`src/hdl/alm_pkg.sv`:
```
// Purpose: Shared constants for the axis limit monitor
// Assumes: Register port with 3-bit word index, 32-bit data
// Notes:   Offsets are word indices on the plain register port
package alm_pkg;
   localparam int unsigned ADDR_W = 3;
   // Register indices
   localparam logic [2:0] REG_STATUS    = 3'h0;
   localparam logic [2:0] REG_SOFT_POS  = 3'h1;
   localparam logic [2:0] REG_SOFT_NEG  = 3'h2;
   localparam logic [2:0] REG_SOFT_EN   = 3'h3;
   localparam logic [2:0] REG_IN_EN     = 3'h4;
   localparam logic [2:0] REG_IN_LEVEL  = 3'h5;
   localparam logic [2:0] REG_XMODE     = 3'h6;
   localparam logic [2:0] REG_ERROR     = 3'h7;
   // Status word bit positions
   localparam int unsigned ST_OVERRUN   = 2;
   localparam int unsigned ST_SOFT_POS  = 5;
   localparam int unsigned ST_SOFT_NEG  = 6;
   localparam int unsigned ST_HALT      = 7;
   localparam int unsigned ST_AMP_OFF   = 15;
   // Soft limit enable bits
   localparam int unsigned SE_POS       = 5;
   localparam int unsigned SE_NEG       = 6;
   // Extended mode status: referenced bit
   localparam int unsigned XM_REFERENCED = 5;
   // Input mask bit order
   localparam int unsigned IN_POSITIVE_LIMIT_INPUT      = 0;
   localparam int unsigned IN_NEGATIVE_LIMIT_INPUT      = 1;
   localparam int unsigned IN_STOP      = 2;
   localparam int unsigned IN_HOME      = 3;
   // Ends of the signed position range
   localparam logic [31:0] POS_MAX      = 32'h7FFF_FFFF;
   localparam logic [31:0] POS_MIN      = 32'h8000_0000;
   // Overrun fault code held in error memory
   localparam logic [19:0] FAULT_OVERRUN = 20'hE_181A;
   // Reset values
   localparam logic [31:0] SOFT_POS_RST = 32'h7FFF_FFFF;
   localparam logic [31:0] SOFT_NEG_RST = 32'h8000_0001;
   localparam logic [15:0] SOFT_EN_RST  = 16'h0000;
   localparam logic [3:0]  IN_EN_RST    = 4'h0;
   localparam logic [3:0]  IN_LEVEL_RST = 4'h0;
   // Operating modes
   typedef enum logic [1:0] {
      ALM_MODE_OTHER,
      ALM_MODE_PTP_ABS,
      ALM_MODE_PTP_REL,
      ALM_MODE_HOMING
   } alm_mode_t;
endpackage : alm_pkg

```
`src/hdl/alm_axis_limit_monitor.sv`:
```
// Purpose: Axis limit, overrun and stop monitoring for a servo axis
// Assumes: Position datapath on clk_in; switch pins asynchronous
// Notes:   Status and error memory clear on re-referencing or reset
// What this block does
// - Axis position is a signed 32-bit count
// - Crossing range end sets overrun, wraps area
// - Overrun reported in status bit 2
// - Overrun logs fault code in error memory
// - Overrun sticky until referencing or power cycle
// - Overrun detection off in absolute point-to-point
// - Relative point-to-point zeroes dimension in the same cycle as tripping
// - Overrun clears referenced bit 5 of extended status
// - Teach-in refused after overrun
// - Soft limits checked only when enabled, reset off
// - Soft limits compare the controller setpoint
// - Soft trips flagged in status bits 5, 6
// - Bit 7 halt, bit 15 amplifier off
// - Hardware limits stop motor during movement
// - Stop input quick-stops until release, ack, command
// - Enable mask gates limit, stop, home inputs
// - Level mask selects active level per input
// - Home switch acts as stop except homing
`timescale 1ns/10ps
`default_nettype none
module alm_axis_limit_monitor (
   input  wire logic                  clk_in,
   input  wire logic                  rst_b_in,
   // Register port
   input  wire logic [2:0]            reg_addr_in,
   input  wire logic [31:0]           reg_wdata_in,
   input  wire logic                  reg_wr_in,
   input  wire logic                  reg_rd_in,
   output logic      [31:0]           reg_rdata_out,
   // Position datapath
   input  wire logic                  pos_step_in,
   input  wire logic                  pos_dir_neg_in,
   input  wire logic [31:0]           pos_setpoint_in,
   input  wire logic [1:0]            op_mode_in,
   input  wire logic                  moving_in,
   input  wire logic                  reference_done_in,
   input  wire logic                  new_move_cmd_in,
   input  wire logic                  quick_stop_ack_in,
   input  wire logic                  control_word_halt_in,
   input  wire logic                  amp_active_in,
   input  wire logic                  teach_req_in,
   // Switch pins
   input  wire logic                  positive_limit_input_in,
   input  wire logic                  negative_limit_input_in,
   input  wire logic                  stop_input_in,
   input  wire logic                  home_switch_in,
   // Results
   output logic      [31:0]           pos_actual_out,
   output logic                       motor_stop_out,
   output logic                       quick_stop_out,
   output logic                       limit_trip_out,
   output logic                       teach_accept_out,
   output logic                       teach_refused_out
);
   // Pins, decode and combinational results
   logic [3:0]         pins_sync;
   logic [3:0]         act;
   logic               trip_pos;
   logic               trip_neg;
   logic               limit_hit;
   logic               stop_req;
   logic               wrap;
   logic [31:0]        status_word;
   alm_pkg::alm_mode_t mode;
   // Position, overrun and error memory
   logic [31:0]        pos_r;
   logic [31:0]        pos_nxt;
   logic               ovr_r;
   logic               ovr_nxt;
   logic               refd_r;
   logic               refd_nxt;
   logic [19:0]        err_r;
   logic [19:0]        err_nxt;
   // Software-written settings
   logic [31:0]        slp_r;
   logic [31:0]        slp_nxt;
   logic [31:0]        sln_r;
   logic [31:0]        sln_nxt;
   logic [15:0]        sen_r;
   logic [15:0]        sen_nxt;
   logic [3:0]         ien_r;
   logic [3:0]         ien_nxt;
   logic [3:0]         ilv_r;
   logic [3:0]         ilv_nxt;
   // Quick stop, teach answer and read data
   logic               qs_r;
   logic               qs_nxt;
   logic               qs_acked_r;
   logic               qs_acked_nxt;
   logic               tr_ok_r;
   logic               tr_ok_nxt;
   logic               tr_no_r;
   logic               tr_no_nxt;
   logic [31:0]        rd_r;
   logic [31:0]        rd_nxt;

   // Pin synchroniser
   alm_sync #(
      .W (4)
   ) u_sync (
      .clk_in   (clk_in),
      .rst_b_in (rst_b_in),
      .d_in     ({home_switch_in, stop_input_in,
                  negative_limit_input_in, positive_limit_input_in}),
      .q_out    (pins_sync)
   );

   // Input is active when enabled and at selected level
   function automatic logic in_active(input logic pin, input logic en, input logic lvl);
      in_active = en & (pin == lvl);
   endfunction : in_active

   // Signed compare helper
   function automatic logic s_ge(input logic [31:0] a, input logic [31:0] b);
      s_ge = ($signed(a) >= $signed(b));
   endfunction : s_ge

   assign mode = alm_pkg::alm_mode_t'(op_mode_in);

   // Decoded switch activity
   always_comb begin
      act[alm_pkg::IN_POSITIVE_LIMIT_INPUT] = in_active(pins_sync[alm_pkg::IN_POSITIVE_LIMIT_INPUT],
                                        ien_r[alm_pkg::IN_POSITIVE_LIMIT_INPUT], ilv_r[alm_pkg::IN_POSITIVE_LIMIT_INPUT]);
      act[alm_pkg::IN_NEGATIVE_LIMIT_INPUT] = in_active(pins_sync[alm_pkg::IN_NEGATIVE_LIMIT_INPUT],
                                        ien_r[alm_pkg::IN_NEGATIVE_LIMIT_INPUT], ilv_r[alm_pkg::IN_NEGATIVE_LIMIT_INPUT]);
      act[alm_pkg::IN_STOP] = in_active(pins_sync[alm_pkg::IN_STOP],
                                        ien_r[alm_pkg::IN_STOP], ilv_r[alm_pkg::IN_STOP]);
      act[alm_pkg::IN_HOME] = in_active(pins_sync[alm_pkg::IN_HOME],
                                        ien_r[alm_pkg::IN_HOME], ilv_r[alm_pkg::IN_HOME]);
   end

   // Soft limit trips on setpoint
   assign trip_pos = sen_r[alm_pkg::SE_POS] & s_ge(pos_setpoint_in, slp_r);
   assign trip_neg = sen_r[alm_pkg::SE_NEG] & s_ge(sln_r, pos_setpoint_in);

   // Hardware limits stop the motor during motion
   assign limit_hit = moving_in & (act[alm_pkg::IN_POSITIVE_LIMIT_INPUT] | act[alm_pkg::IN_NEGATIVE_LIMIT_INPUT]);

   // Stop request from stop input or home switch
   assign stop_req = act[alm_pkg::IN_STOP] |
                     (act[alm_pkg::IN_HOME] & (mode != alm_pkg::ALM_MODE_HOMING));

   // Wrap condition at either end of range
   always_comb begin
      wrap = 1'b0;
      if (pos_step_in) begin
         if (!pos_dir_neg_in && pos_r == alm_pkg::POS_MAX) begin
            wrap = 1'b1;
         end else if (pos_dir_neg_in && pos_r == alm_pkg::POS_MIN) begin
            wrap = 1'b1;
         end
      end
   end

   // Position and overrun next state
   always_comb begin
      pos_nxt  = pos_r;
      ovr_nxt  = ovr_r;
      refd_nxt = refd_r;
      err_nxt  = err_r;
      if (pos_step_in) begin
         // Wrapping 32-bit count moves area by 2^32 units
         pos_nxt = pos_dir_neg_in ? pos_r - 32'h0000_0001
                                  : pos_r + 32'h0000_0001;
      end
      if (mode == alm_pkg::ALM_MODE_PTP_REL && wrap) begin
         pos_nxt = 32'h0000_0000;
      end
      if (reference_done_in) begin
         // Referencing defines the position anew from the setpoint
         pos_nxt  = pos_setpoint_in;
         ovr_nxt  = 1'b0;
         refd_nxt = 1'b1;
         err_nxt  = 20'h0_0000;
      end
      if (wrap && mode != alm_pkg::ALM_MODE_PTP_ABS) begin
         ovr_nxt  = 1'b1;
         refd_nxt = 1'b0;
         err_nxt  = alm_pkg::FAULT_OVERRUN;
      end
   end

   // Quick stop control
   always_comb begin
      qs_nxt       = qs_r;
      qs_acked_nxt = qs_acked_r;
      if (stop_req) begin
         qs_nxt       = 1'b1;
         qs_acked_nxt = 1'b0;
      end else if (qs_r) begin
         if (quick_stop_ack_in) begin
            qs_acked_nxt = 1'b1;
         end
         if ((qs_acked_r || quick_stop_ack_in) && new_move_cmd_in) begin
            qs_nxt       = 1'b0;
            qs_acked_nxt = 1'b0;
         end
      end
   end

   // Teach-in answer
   always_comb begin
      tr_ok_nxt = teach_req_in & ~ovr_r;
      tr_no_nxt = teach_req_in & ovr_r;
   end

   // Status word assembly; reserved bits zero
   always_comb begin
      status_word = 32'h0000_0000;
      status_word[alm_pkg::ST_OVERRUN]  = ovr_r;
      status_word[alm_pkg::ST_SOFT_POS] = trip_pos;
      status_word[alm_pkg::ST_SOFT_NEG] = trip_neg;
      status_word[alm_pkg::ST_HALT]     = control_word_halt_in;
      status_word[alm_pkg::ST_AMP_OFF]  = ~amp_active_in;
   end

   // Register writes; status word ignores writes
   always_comb begin
      slp_nxt = slp_r;
      sln_nxt = sln_r;
      sen_nxt = sen_r;
      ien_nxt = ien_r;
      ilv_nxt = ilv_r;
      if (reg_wr_in) begin
         if (reg_addr_in == alm_pkg::REG_SOFT_POS) begin
            slp_nxt = reg_wdata_in; // relies on software ordering
         end else if (reg_addr_in == alm_pkg::REG_SOFT_NEG) begin
            sln_nxt = reg_wdata_in;
         end else if (reg_addr_in == alm_pkg::REG_SOFT_EN) begin
            sen_nxt = reg_wdata_in[15:0];
         end else if (reg_addr_in == alm_pkg::REG_IN_EN) begin
            ien_nxt = reg_wdata_in[3:0];
         end else if (reg_addr_in == alm_pkg::REG_IN_LEVEL) begin
            ilv_nxt = reg_wdata_in[3:0];
         end
      end
   end

   // Register reads
   always_comb begin
      rd_nxt = 32'h0000_0000;
      if (reg_rd_in) begin
         if (reg_addr_in == alm_pkg::REG_STATUS) begin
            rd_nxt = status_word;
         end else if (reg_addr_in == alm_pkg::REG_SOFT_POS) begin
            rd_nxt = slp_r;
         end else if (reg_addr_in == alm_pkg::REG_SOFT_NEG) begin
            rd_nxt = sln_r;
         end else if (reg_addr_in == alm_pkg::REG_SOFT_EN) begin
            rd_nxt = {16'h0000, sen_r};
         end else if (reg_addr_in == alm_pkg::REG_IN_EN) begin
            rd_nxt = {28'h000_0000, ien_r};
         end else if (reg_addr_in == alm_pkg::REG_IN_LEVEL) begin
            rd_nxt = {28'h000_0000, ilv_r};
         end else if (reg_addr_in == alm_pkg::REG_XMODE) begin
            rd_nxt = 32'h0000_0000;
            rd_nxt[alm_pkg::XM_REFERENCED] = refd_r;
         end else if (reg_addr_in == alm_pkg::REG_ERROR) begin
            rd_nxt = {12'h000, err_r};
         end
      end
   end

   // Position and overrun registers
   always_ff @(posedge clk_in or negedge rst_b_in) begin
      if (!rst_b_in) begin
         pos_r      <= 32'h0000_0000;
         ovr_r      <= 1'b0;
         refd_r     <= 1'b0;
         err_r      <= 20'h0_0000;
      end else begin
         pos_r      <= pos_nxt;
         ovr_r      <= ovr_nxt;
         refd_r     <= refd_nxt;
         err_r      <= err_nxt;
      end
   end

   // Settings registers
   always_ff @(posedge clk_in or negedge rst_b_in) begin
      if (!rst_b_in) begin
         slp_r      <= alm_pkg::SOFT_POS_RST;
         sln_r      <= alm_pkg::SOFT_NEG_RST;
         sen_r      <= alm_pkg::SOFT_EN_RST;
         ien_r      <= alm_pkg::IN_EN_RST;
         ilv_r      <= alm_pkg::IN_LEVEL_RST;
      end else begin
         slp_r      <= slp_nxt;
         sln_r      <= sln_nxt;
         sen_r      <= sen_nxt;
         ien_r      <= ien_nxt;
         ilv_r      <= ilv_nxt;
      end
   end

   // Quick stop registers
   always_ff @(posedge clk_in or negedge rst_b_in) begin
      if (!rst_b_in) begin
         qs_r       <= 1'b0;
         qs_acked_r <= 1'b0;
      end else begin
         qs_r       <= qs_nxt;
         qs_acked_r <= qs_acked_nxt;
      end
   end

   // Teach answer registers
   always_ff @(posedge clk_in or negedge rst_b_in) begin
      if (!rst_b_in) begin
         tr_ok_r    <= 1'b0;
         tr_no_r    <= 1'b0;
      end else begin
         tr_ok_r    <= tr_ok_nxt;
         tr_no_r    <= tr_no_nxt;
      end
   end

   // Read data register
   always_ff @(posedge clk_in or negedge rst_b_in) begin
      if (!rst_b_in) begin
         rd_r       <= 32'h0000_0000;
      end else begin
         rd_r       <= rd_nxt;
      end
   end

   // Outputs
   assign reg_rdata_out     = rd_r;
   assign pos_actual_out    = pos_r;
   assign quick_stop_out    = qs_r;
   assign limit_trip_out    = limit_hit | trip_pos | trip_neg;
   assign motor_stop_out    = limit_hit | trip_pos | trip_neg | qs_r;
   assign teach_accept_out  = tr_ok_r;
   assign teach_refused_out = tr_no_r;
endmodule : alm_axis_limit_monitor
`default_nettype wire

```
`src/hdl/alm_sync.sv`:
```
// Purpose: Two-flop synchroniser for pin inputs
// Assumes: Single clock domain
// Notes:   First stage is read only by the second
`timescale 1ns/10ps
`default_nettype none
module alm_sync #(
   parameter int unsigned W = 4
) (
   input  wire logic         clk_in,
   input  wire logic         rst_b_in,
   input  wire logic [W-1:0] d_in,
   output logic      [W-1:0] q_out
);
   logic [W-1:0] s1_r;
   logic [W-1:0] s2_r;

   // Two stage register chain
   always_ff @(posedge clk_in or negedge rst_b_in) begin
      if (!rst_b_in) begin
         s1_r <= '0;
         s2_r <= '0;
      end else begin
         s1_r <= d_in;
         s2_r <= s1_r;
      end
   end
   assign q_out = s2_r;
endmodule : alm_sync
`default_nettype wire

```
`config.mk`:
```
export PLATFORM = sky130hd
export DESIGN_NAME = alm_axis_limit_monitor
export DESIGN_NICKNAME = d
export VERILOG_FILES = /design/src/hdl/alm_pkg.sv /design/src/hdl/alm_axis_limit_monitor.sv /design/src/hdl/alm_sync.sv
export SDC_FILE = /design/constraint.sdc
export NUM_CORES = 1
export LEC_CHECK = 0
export BUFFER_PORTS_ARGS = -buffer_cell sky130_fd_sc_hd__buf_2
export CAP_MARGIN = 20
export CORE_ASPECT_RATIO = 1.1
export CORE_MARGIN = 3
export CORE_UTILIZATION = 30
export CTS_CLUSTER_SIZE = 40
export DETAILED_ROUTE_END_ITERATION = 6
export HOLD_SLACK_MARGIN = 0.12
export MAX_ROUTING_LAYER = met4
export PLACE_DENSITY = 0.52
export SLEW_MARGIN = 40
export SYNTH_ARGS = -nofsm -noshare
export SYNTH_HDL_FRONTEND = slang
export SYNTH_SLANG_ARGS = --single-unit
```
`constraint.sdc`:
```
create_clock -name clk_in -period 5.8 [get_ports clk_in]
set_input_delay 0.29 -clock clk_in [delete_from_list [all_inputs] [get_ports clk_in]]
set_output_delay 0.29 -clock clk_in [all_outputs]
set_load 0.02 [all_outputs]
```
==> results of run 1 <==
## per-stage QoR
step,worst slack [ps],utilization,instance area (um^2),hold WS [ps],total power [uW]
global placement,2399,0.3411,11380,332.5,2749
floorplan,3157,-,10210,-5.591,2358
detailed placement,2402,0.3419,11410,334.7,2771
global route,1843,0.3702,12350,139.7,4157
finish,1996,0.3702,12350,146.9,3894
CTS,1910,0.3700,12350,123.9,3939
## cells in the mapped netlist, types with 2 or more instances
cell / n
o211ai_1: 7
nor3_1: 18
o21ai_0: 86
nand3_1: 9
clkbuf_1: 43
and2_1: 5
nand4b_1: 3
nor3b_1: 11
nand4_1: 27
dfrtp_1: 133
nor4b_1: 2
a21boi_0: 5
a22o_1: 16
nand2_1: 82
o221ai_1: 2
dfstp_2: 33
nor2b_1: 13
nor2_1: 59
and4_1: 3
nand3b_1: 2
buf_2: 3
a211oi_1: 6
ha_1: 94
mux2_2: 55
nor4_1: 9
buf_1: 4
xor2_1: 13
a31oi_1: 6
and3_1: 12
o21a_1: 9
inv_1: 79
o21bai_1: 3
or4_1: 3
mux2i_1: 5
o31ai_1: 3
a22oi_1: 21
nand2b_1: 4
mux4_2: 2
a311oi_1: 2
a21oi_1: 80
a221oi_1: 13
a211o_1: 2
a21o_1: 46
xnor2_1: 19
## timing repair
| item | in CTS | in global routing |
|---|---|---|
| resized for setup | 0 | 0 |
| hold buffers | 37 | 0 |
| endpoints found under the hold margin | 128 | 0 |
## flip-flops by register name, indices dropped and copies added, names as in the netlist
name,cells
pos_actual_out,32
refd_r,1
u_sync.s1_r,4
slp_r,32
ilv_r,4
sen_r,16
teach_accept_out,1
teach_refused_out,1
sln_r,32
quick_stop_out,1
ien_r,4
reg_rdata_out,32
u_sync.q_out,4
qs_acked_r,1
err_r,1
## layout by cell type, fill, tap and decap left out, types with 12 or more instances in the layout
cell type	n
dfrtp_1	133
a21o_1	46
nand4_1	27
nand2_1	82
dlygate4sd3_1	37
ha_1	94
a22o_1	16
nor2b_1	13
a22oi_1	21
mux2_2	55
nor2_1	58
nor3_1	18
clkbuf_16	17
inv_1	79
a21oi_1	80
and3_1	12
xor2_1	13
dfstp_2	33
buf_2	153
o21ai_0	86
a221oi_1	13
xnor2_1	19
## kinds of logic after synthesis
logic type	Yosys count
AND/OR/NAND/NOR	263
multiplexers	62
adder cells (fa/ha/maj)	95
flip-flops	166
XOR/XNOR	32
AO/OA/AOI/OAI	316
buffers and inverters	132
## power by group
group / internal, uW / leakage (uW) / switching (uW)
Sequential: 1380 / 0.00199 / 168
Combinational: 534 / 0.00358 / 685
Clock: 610 / 0.000272 / 516
Total: 2520 / 0.00584 / 1370
## area by class of cell
| class | instances | share of cell area |
|---|---|---|
| clock buffer | 20 | 0.03616 |
| tap | 432 | 0.04376 |
| inverter | 80 | 0.02431 |
| timing repair buffer | 201 | 0.1002 |
| sequential | 166 | 0.3396 |
| clock inverter | 12 | 0.009723 |
| antenna | 1 | 0.0002026 |
| multi-input combinational | 768 | 0.4461 |
## layer usage
metal / wire [um] / GRT usage / vias up
met4: 487 / 0.04430 / 0
met5: 0 / - / -
li1: - / - / 4201
met3: 1162 / 0.02421 / 25
met1: 15310 / 0.2477 / 4239
met2: 15150 / 0.2902 / 198
## worst max-delay path: cells and delay by family (launching register included)
family | cells | cell delay, ps
compound gates | 7 | 1700
flops | 1 | 530
fa+ha+maj | 1 | 280
buf+inv | 2 | 240
xor+xnor | 1 | 180
simple gates | 1 | 150
## final timing paths
check | to | start | slack [ps]
max in group asynchronous | sln_r[0] | rst_b_in | 4170
min in group asynchronous | pos_actual_out[19] | rst_b_in | 430
worst max register to register | reg_rdata_out[5] | slp_r[9] | 2710
worst min-delay path | pos_actual_out[10] | pos_setpoint_in[10] | 150
worst max-delay path | motor_stop_out | slp_r[9] | 2000
worst min register to register | u_sync.q_out[3] | u_sync.s1_r[3] | 350
==> flow_summary.yaml, run 1 <==
logic_synthesis:
  syn_area_per_cell_um2: 9.574
  synth_top_area_share: 0.3261
  syn_nets: 1247
  syn_area_um2: 10210
  yosys-mux-area-fraction: 0.07000
  synthAdderAreaFrac: 0.1172
  synthFlopType: "dfrtp_1"
  synthXorXnorAreaFrac: 0.02746
  ys_top_cells_by_area: "dfrtp_1, ha_1, dfstp_2"
  ys_seq_area_frac: 0.4111
  yosysUniqueCellTypes: 58
  synth-warning-count: 0
  synthSimpleGateAreaFrac: 0.1276
  synth_compound_area_frac: 0.1966
  yosys_register_bits: 166
  yosys.area.top_type: "dfrtp_1"
  synth_top_family_by_area: "compound AO/OA/AOI/OAI gates"
  synth_edf_count: 0
  synth_cells: 1066
  async_reset_ff_frac: 1.000
layout:
  area_growth_pct: 21.04
  seq_area_um2: 4195
  multiInputGateArea_um2: 5510
  post_layout_nonfiller_instances: 1680
  fillers: 3433
  drive_gt1_frac: 0.2326
  nets: 1415
placement:
  hpwl_um: 23930
  place_inst: 1610
  port_buffers: 154
  gp_congestion: 0.8501
cts:
  cts_tree: "done"
  path_clk_slew_ps: 70
  root_buffer: "clkbuf_16"
  cts.path.max_buffers: 2
  insertion_delay_ps: 430
  htree_num_levels: 4
  cts_setup_buffers: 0
  clock_sinks: 166
  cts_buffers: 17
critical_path:
  critPathSlowestCell: "dfstp_2"
  cp_max_fo: 3
  cp.arrival_ps: 3510
  startpoint_type: "register"
  crit_path_end_kind: "output pin"
  required_ps: 5510
  critPathKind: "register to output pin"
  worstRegToRegCells: 11
  worstPathCellList: "inv_1 -> ha_1 -> a21o_1 -> a21o_1 -> a21oi_1 -> o21ai_0 -> a221oi_1 -> o211ai_1 -> xnor2_1 -> a21oi_1 -> nand4b_1 -> buf_2"
  cp_slowest_stage_delay_ps: 530
pwr:
  ir_drop_mv: 0.1792
  powerDensity_nw_per_um2: 315.2
  power_leakage_uw: 0.005843
floorplan:
  row_count: 70
  ioPinCount: 155
  design.die.area_um2: 36270
  die_width_um: 181.9
  core_area_um2: 33370
  start_util: 0.3058
  dieHeight_um: 199.4
grt:
  gr-total-overflow: 0
  grt_use_total: 0.1821
  antenna_found_initial: 1
  grt_pass1_wl_um: 50110
  first_global_vias: 8598
  grt_max_degree: 80
drt:
  wl_um: 32100
  drtIter0Drc: 584
  first_pass_iters: 5
  routedWlPerCell_um: 19.11
  num_vias: 8663
  drc: 0
  via_per_inst: 5.157
  drt.antenna.violating_nets: 0
sta:
  setup_tns_ps: 0
  tightest_slew_ps: 761.5
  maxSlewHeadroom: 0.4923
  period_needed_ps: 3804
  setup_violations: 0
  drv_slew: 0
  fmax_ghz: 0.2629
  rsz0062_at_grt: "no"
  hold_violations: 0
  fin_crit_sh: 0.6559
  finClkSkew_ps: 13.74
min_path:
  hold_path_class: "input pin to register"
  min_delay_path_depth: 2
flow_run:
  max_cap_violations: 0
status:
  outcome: "finished, final reports clean"
(Power assumes the default switching activity.)
==> run 2: changes to the inputs <==
ABC_AREA = 1   (was unset)
PLACE_DENSITY = 0.53   (was 0.52)
clock period = 3.2 ns   (was 5.8 ns; I/O delays follow)
==> run 2 against run 1 <==
  * Clock power increased by 96%
  * Combinational power grew 120%
  * Hold slack worse by 7.3 ps
  * Sequential share of layout area decreased by 2.4 points
  * Clock skew grew 3.3 ps
  * Total power rose by 96%
  * Via count increased by 17%
  * Core utilization increased by 1.3 points
  * Critical path type unchanged
==> flow_summary.yaml, run 2 <==
status:
  outcome: "finished, final reports clean"
layout:
  multiInputGateArea_um2: 5633
  fillers: 3691
  final_cell_mix: "nand2_1, inv_1, buf_2, a21oi_1, dfrtp_1"
  area_growth_pct: 24.52
  nets: 1803
  mostFrequentLayoutCell: "nand2_1"
  seq_area_um2: 4195
  drive_gt1_frac: 0.1786
grt:
  first_global_vias: 10160
  grt_pass1_wl_um: 57170
  gr-total-overflow: 0
  grt_use_total: 0.2028
  antenna_found_initial: 3
  grt_max_degree: 82
logic_synthesis:
  synthFlopType: "dfrtp_1"
  ys_seq_area_frac: 0.3932
  syn_area_per_cell_um2: 7.632
  async_reset_ff_frac: 1.000
  syn_area_um2: 10670
  synth_edf_count: 0
  yosys.area.top_type: "dfrtp_1"
  synthTopCellsByCount: "nand2_1, inv_1, a21oi_1, dfrtp_1, o21ai_0"
  syn_nets: 1579
  ys_top_cells_by_area: "dfrtp_1, nand2_1, ha_1"
  synth_cells: 1398
  yosysUniqueCellTypes: 51
  post-synth-top-count-cell: "nand2_1"
  synth_top_area_share: 0.3119
  yosys_register_bits: 166
  synth-warning-count: 0
placement:
  port_buffers: 154
  gp_congestion: 0.9266
  hpwl_um: 28140
critical_path:
  critPathSlowestCell: "dfstp_2"
  crit_buf_inv: 2
  cp_slowest_stage_delay_ps: 540
  worstPathCellList: "inv_1 -> ha_1 -> a21oi_1 -> o21ai_0 -> nand2_1 -> nand2_1 -> a21oi_1 -> nand2_1 -> nand2_1 -> nand3_1 -> nand2_1 -> nand4_1 -> buf_2"
  critPathMostFrequentCell: "nand2_1"
  required_ps: 3040
  cp_max_fo: 3
  startpoint_type: "register"
  critPathKind: "register to output pin"
  cpLargestDelayFamily: "simple AND/OR/NAND/NOR gates"
  crit_path_end_kind: "output pin"
  cp.arrival_ps: 2780
floorplan:
  design.die.area_um2: 37870
  ioPinCount: 155
  core_area_um2: 34650
  start_util: 0.3080
  row_count: 71
  dieHeight_um: 203.8
  die_width_um: 185.8
cts:
  cts.path.max_buffers: 2
  cts_tree: "done"
  cts_setup_buffers: 0
  root_buffer: "clkbuf_16"
  path_clk_slew_ps: 80
  htree_num_levels: 4
  cts_buffers: 17
  insertion_delay_ps: 460
  clock_sinks: 166
drt:
  first_pass_iters: 5
  num_vias: 10150
  drtIter0Drc: 616
  drt.antenna.violating_nets: 0
  wl_um: 36490
  drc: 0
  routedWlPerCell_um: 17.58
  via_per_inst: 4.888
sta:
  rsz0062_at_grt: "no"
  hold_violations: 0
  setup_violations: 0
  setup_tns_ps: 0
  tightest_slew_ps: 713.7
  fin_crit_sh: 0.9200
  drv_slew: 0
  maxSlewHeadroom: 0.5242
  fmax_ghz: 0.3397
  period_needed_ps: 2944
  finClkSkew_ps: 17.03
pwr:
  power_leakage_uw: 0.006626
  ir_drop_mv: 0.3922
  powerDensity_nw_per_um2: 575.7
  power.total_uw: 7650
min_path:
  hold_path_class: "input pin to register"
flow_run:
  max_cap_violations: 0
## run 2: cell types whose count changed in the layout (fill, tap and decap cells not counted), moves of 21 or more
| cell | delta |
|---|---|
| mux2_2 | -55 |
| inv_1 | +92 |
| a21o_1 | -42 |
| nand3_1 | +31 |
| dlygate4sd3_1 | +33 |
| a21oi_1 | +58 |
| nor2_1 | +50 |
| nand2_2 | +21 |
| o21ai_0 | +37 |
| nand2_1 | +253 |
| o21ai_1 | +23 |
## run 2: final cells by class
cell class                 instances  area share
multi-input combinational       1017      0.4240
sequential                       166      0.3158
timing repair buffer             241      0.1220
inverter                         179     0.05057
tap                              438     0.04125
clock buffer                      20     0.03362
clock inverter                    12     0.01234
antenna                            3   0.0005650
## run 2: logic make-up after synthesis
kind of cell / after synthesis / synth area share
simple gates: 561 / 0.2239
compound gates: 351 / 0.1833
buf+inv: 215 / 0.07939
flops: 166 / 0.3932
fa+ha+maj: 95 / 0.1121
xor+xnor: 10 / 0.008208
## run 2: report_power, final
part / total [uW] / internal [uW] / leakage (uW) / switching [uW]
logic: 2630 / 972 / 0.00432 / 1660
registers: 2820 / 2490 / 0.00202 / 328
clock network: 2210 / 1260 / 0.000290 / 944
total: 7650 / 4720 / 0.00663 / 2930
## run 2: timing repair
action                    4_1_cts  5_1_grt
hold endpoints to repair      175        0
resized for setup               0        0
hold buffers                   70        0
## run 2: path summary, 6_finish.rpt
check                                     from            endpoint  slack [ps]  cells after the start
min reg2reg                     u_sync.s1_r[3]     u_sync.q_out[3]         350                      0
max reg2reg                          slp_r[27]    reg_rdata_out[5]         860                     12
max in group asynchronous             rst_b_in            ilv_r[3]        2050                      3
max                                  slp_r[25]      motor_stop_out         260                     13
min                        pos_setpoint_in[10]  pos_actual_out[10]         140                      5
min in group asynchronous             rst_b_in   reg_rdata_out[20]         310                      2
## run 2: tightest hold or removal path: stages
cell	delay [ps]
buf_2	130
nand2_1	90
o21ai_0	80
nand2_1	50
nand2_1	50
## run 2: per-layer routing
layer  vias to the layer above  part of all wire  routed length [um]  GRT usage
met2                       238              0.49               17870     0.3317
li1                       5082                 -                   -          -
met5                         -                 0                   0          -
met4                         0             0.023                 835    0.06358
met3                        49             0.037                1350    0.02854
met1                      4778              0.45               16440     0.2608
## run 2: stage by stage
step                      std cells  worst slack, ps  utilization  cell area [um^2]  hold WS [ps]
after floorplan                1398             1235            -             10670        -135.6
after global placement         1971            712.4       0.3453             11960         268.3
after detailed placement       1971            710.0       0.3454             11970         269.7
after CTS                      2073            218.0       0.3832             13280         120.9
after global routing           2076            24.64       0.3835             13290         147.4
final                          2076            256.1       0.3835             13290         139.6
==> run 3: changes to the inputs <==
PLACE_DENSITY = 0.52   (was 0.53)
==> run 3 against run 2 <==
  * Combinational power about the same
  * Register-to-register slack got worse by 20 ps
  * Largest power group unchanged
  * Design area about the same
  * Sequential power decreased by 1%
  * Total power decreased by 0.60%
  * Core utilization about the same
  * Global-route usage decreased by 0.35 points
==> flow_summary.yaml, run 3 (same netlist as run 2, synthesis figures left out) <==
cts:
  clock_sinks: 166
  cts_buffers: 17
  cts_tree: "done"
  cts.path.max_buffers: 2
  insertion_delay_ps: 450
  path_clk_slew_ps: 70
  htree_num_levels: 4
  root_buffer: "clkbuf_16"
floorplan:
  die_width_um: 185.8
  start_util: 0.3080
  core_area_um2: 34650
  design.die.area_um2: 37870
  row_count: 71
  ioPinCount: 155
  dieHeight_um: 203.8
sta:
  fmax_ghz: 0.3409
  tightest_slew_ps: 802.1
  rsz0062_at_grt: "no"
  finClkSkew_ps: 14.37
  hold_violations: 0
  drv_slew: 0
  setup_tns_ps: 0
  setup_violations: 0
  maxSlewHeadroom: 0.4652
  period_needed_ps: 2934
  fin_crit_sh: 0.9168
drt:
  num_vias: 10140
  routedWlPerCell_um: 17.39
  drt.antenna.violating_nets: 0
  via_per_inst: 4.879
  wl_um: 36140
  drtIter0Drc: 636
  first_pass_iters: 6
  drc: 0
critical_path:
  critPathKind: "register to output pin"
  cpLargestDelayFamily: "simple AND/OR/NAND/NOR gates"
  cp_slowest_stage_delay_ps: 550
  critPathSlowestCell: "dfstp_2"
  cp_max_fo: 4
  startpoint_type: "register"
  cp_num_cells: 13
  crit_path_end_kind: "output pin"
  critPathMostFrequentCell: "nand2_1"
  worstRegToRegCells: 11
  crit_buf_inv: 2
  worstPathCellList: "inv_1 -> ha_1 -> a21oi_1 -> nand3_1 -> nand2_1 -> nand2_1 -> a21oi_1 -> nand2_1 -> nand2_1 -> nand3_1 -> nand2_1 -> nand4_1 -> buf_2"
  required_ps: 3040
  cp.arrival_ps: 2770
grt:
  grt_max_degree: 73
  grt_pass1_wl_um: 56680
  antenna_found_initial: 3
  first_global_vias: 10140
  grt_use_total: 0.1993
  gr-total-overflow: 0
pwr:
  ir_drop_mv: 0.3823
  power.total_uw: 7604
  power_leakage_uw: 0.006638
  powerDensity_nw_per_um2: 572.0
min_path:
  hold_path_class: "input pin to register"
  min_delay_path_depth: 3
placement:
  port_buffers: 154
  gp_congestion: 0.9160
  hpwl_um: 27680
layout:
  final_cell_mix: "nand2_1, inv_1, buf_2, a21oi_1, dfrtp_1"
  drive_gt1_frac: 0.1809
  fillers: 3675
  area_growth_pct: 24.58
  nets: 1804
  mostFrequentLayoutCell: "nand2_1"
flow_run:
  max_cap_violations: 0
status:
  outcome: "finished, final reports clean"
run 3: where the power goes:
| part | leakage (uW) | switching, uW | internal, uW |
|---|---|---|---|
| Combinational | 0.00433 | 1680 | 983 |
| Clock | 0.000289 | 1020 | 1130 |
| Sequential | 0.00202 | 298 | 2490 |
run 3: repair_timing:
item | CTS | global route
hold endpoints to repair | 172 | 0
buffers inserted | 0 | 0
resized for setup | 0 | 1
hold buffers | 69 | 0
endpoints found under the setup margin | 0 | 2
run 3: cell type report:
class	count	area (um^2)	area share
flip-flops and latches	166	4195	0.3156
clock inverters	14	163.9	0.01233
repair buffers	242	1623	0.1221
clock buffers	18	439.2	0.03304
well taps	438	548.0	0.04123
inverters	179	671.9	0.05055
diodes	4	10.01	0.0007530
multi-input cells	1017	5642	0.4244
run 3: metal layers:
metal / GRT usage / part of all wire / up-vias
met5: - / 0 / -
met4: 0.04549 / 0.017 / 0
met3: 0.03247 / 0.041 / 38
met2: 0.3302 / 0.49 / 222
met1: 0.2570 / 0.45 / 4797
li1: - / - / 5081
run 3: metrics by stage:
stage / util / hold slack (ps) / area, um^2 / setup slack (ps) / std cells
after detailed placement: 0.3458 / 243.4 / 11980 / 676.5 / 1973
after CTS: 0.3831 / 120.5 / 13270 / 178.2 / 2074
after global routing: 0.3837 / 125.2 / 13290 / 23.86 / 2078
final: 0.3837 / 133.3 / 13290 / 266.3 / 2078
after global placement: 0.3457 / 244.5 / 11980 / 668.8 / 1973
after floorplan: - / -135.6 / 10670 / 1235 / 1398
run 3: final timing paths:
path	start	slack (ps)	endpoint
hold / removal	pos_setpoint_in[25]	130	pos_actual_out[25]
hold reg to reg	u_sync.s1_r[3]	350	u_sync.q_out[3]
min in group asynchronous	rst_b_in	290	sln_r[21]
setup reg to reg	slp_r[19]	840	reg_rdata_out[5]
max in group asynchronous	rst_b_in	1850	slp_r[3]
setup / recovery	slp_r[19]	270	motor_stop_out
run 3: worst min-delay path, delay by kind of cell:
family	cells	cell delay, ps
buffers and inverters	1	120
AO/OA/AOI/OAI	2	250
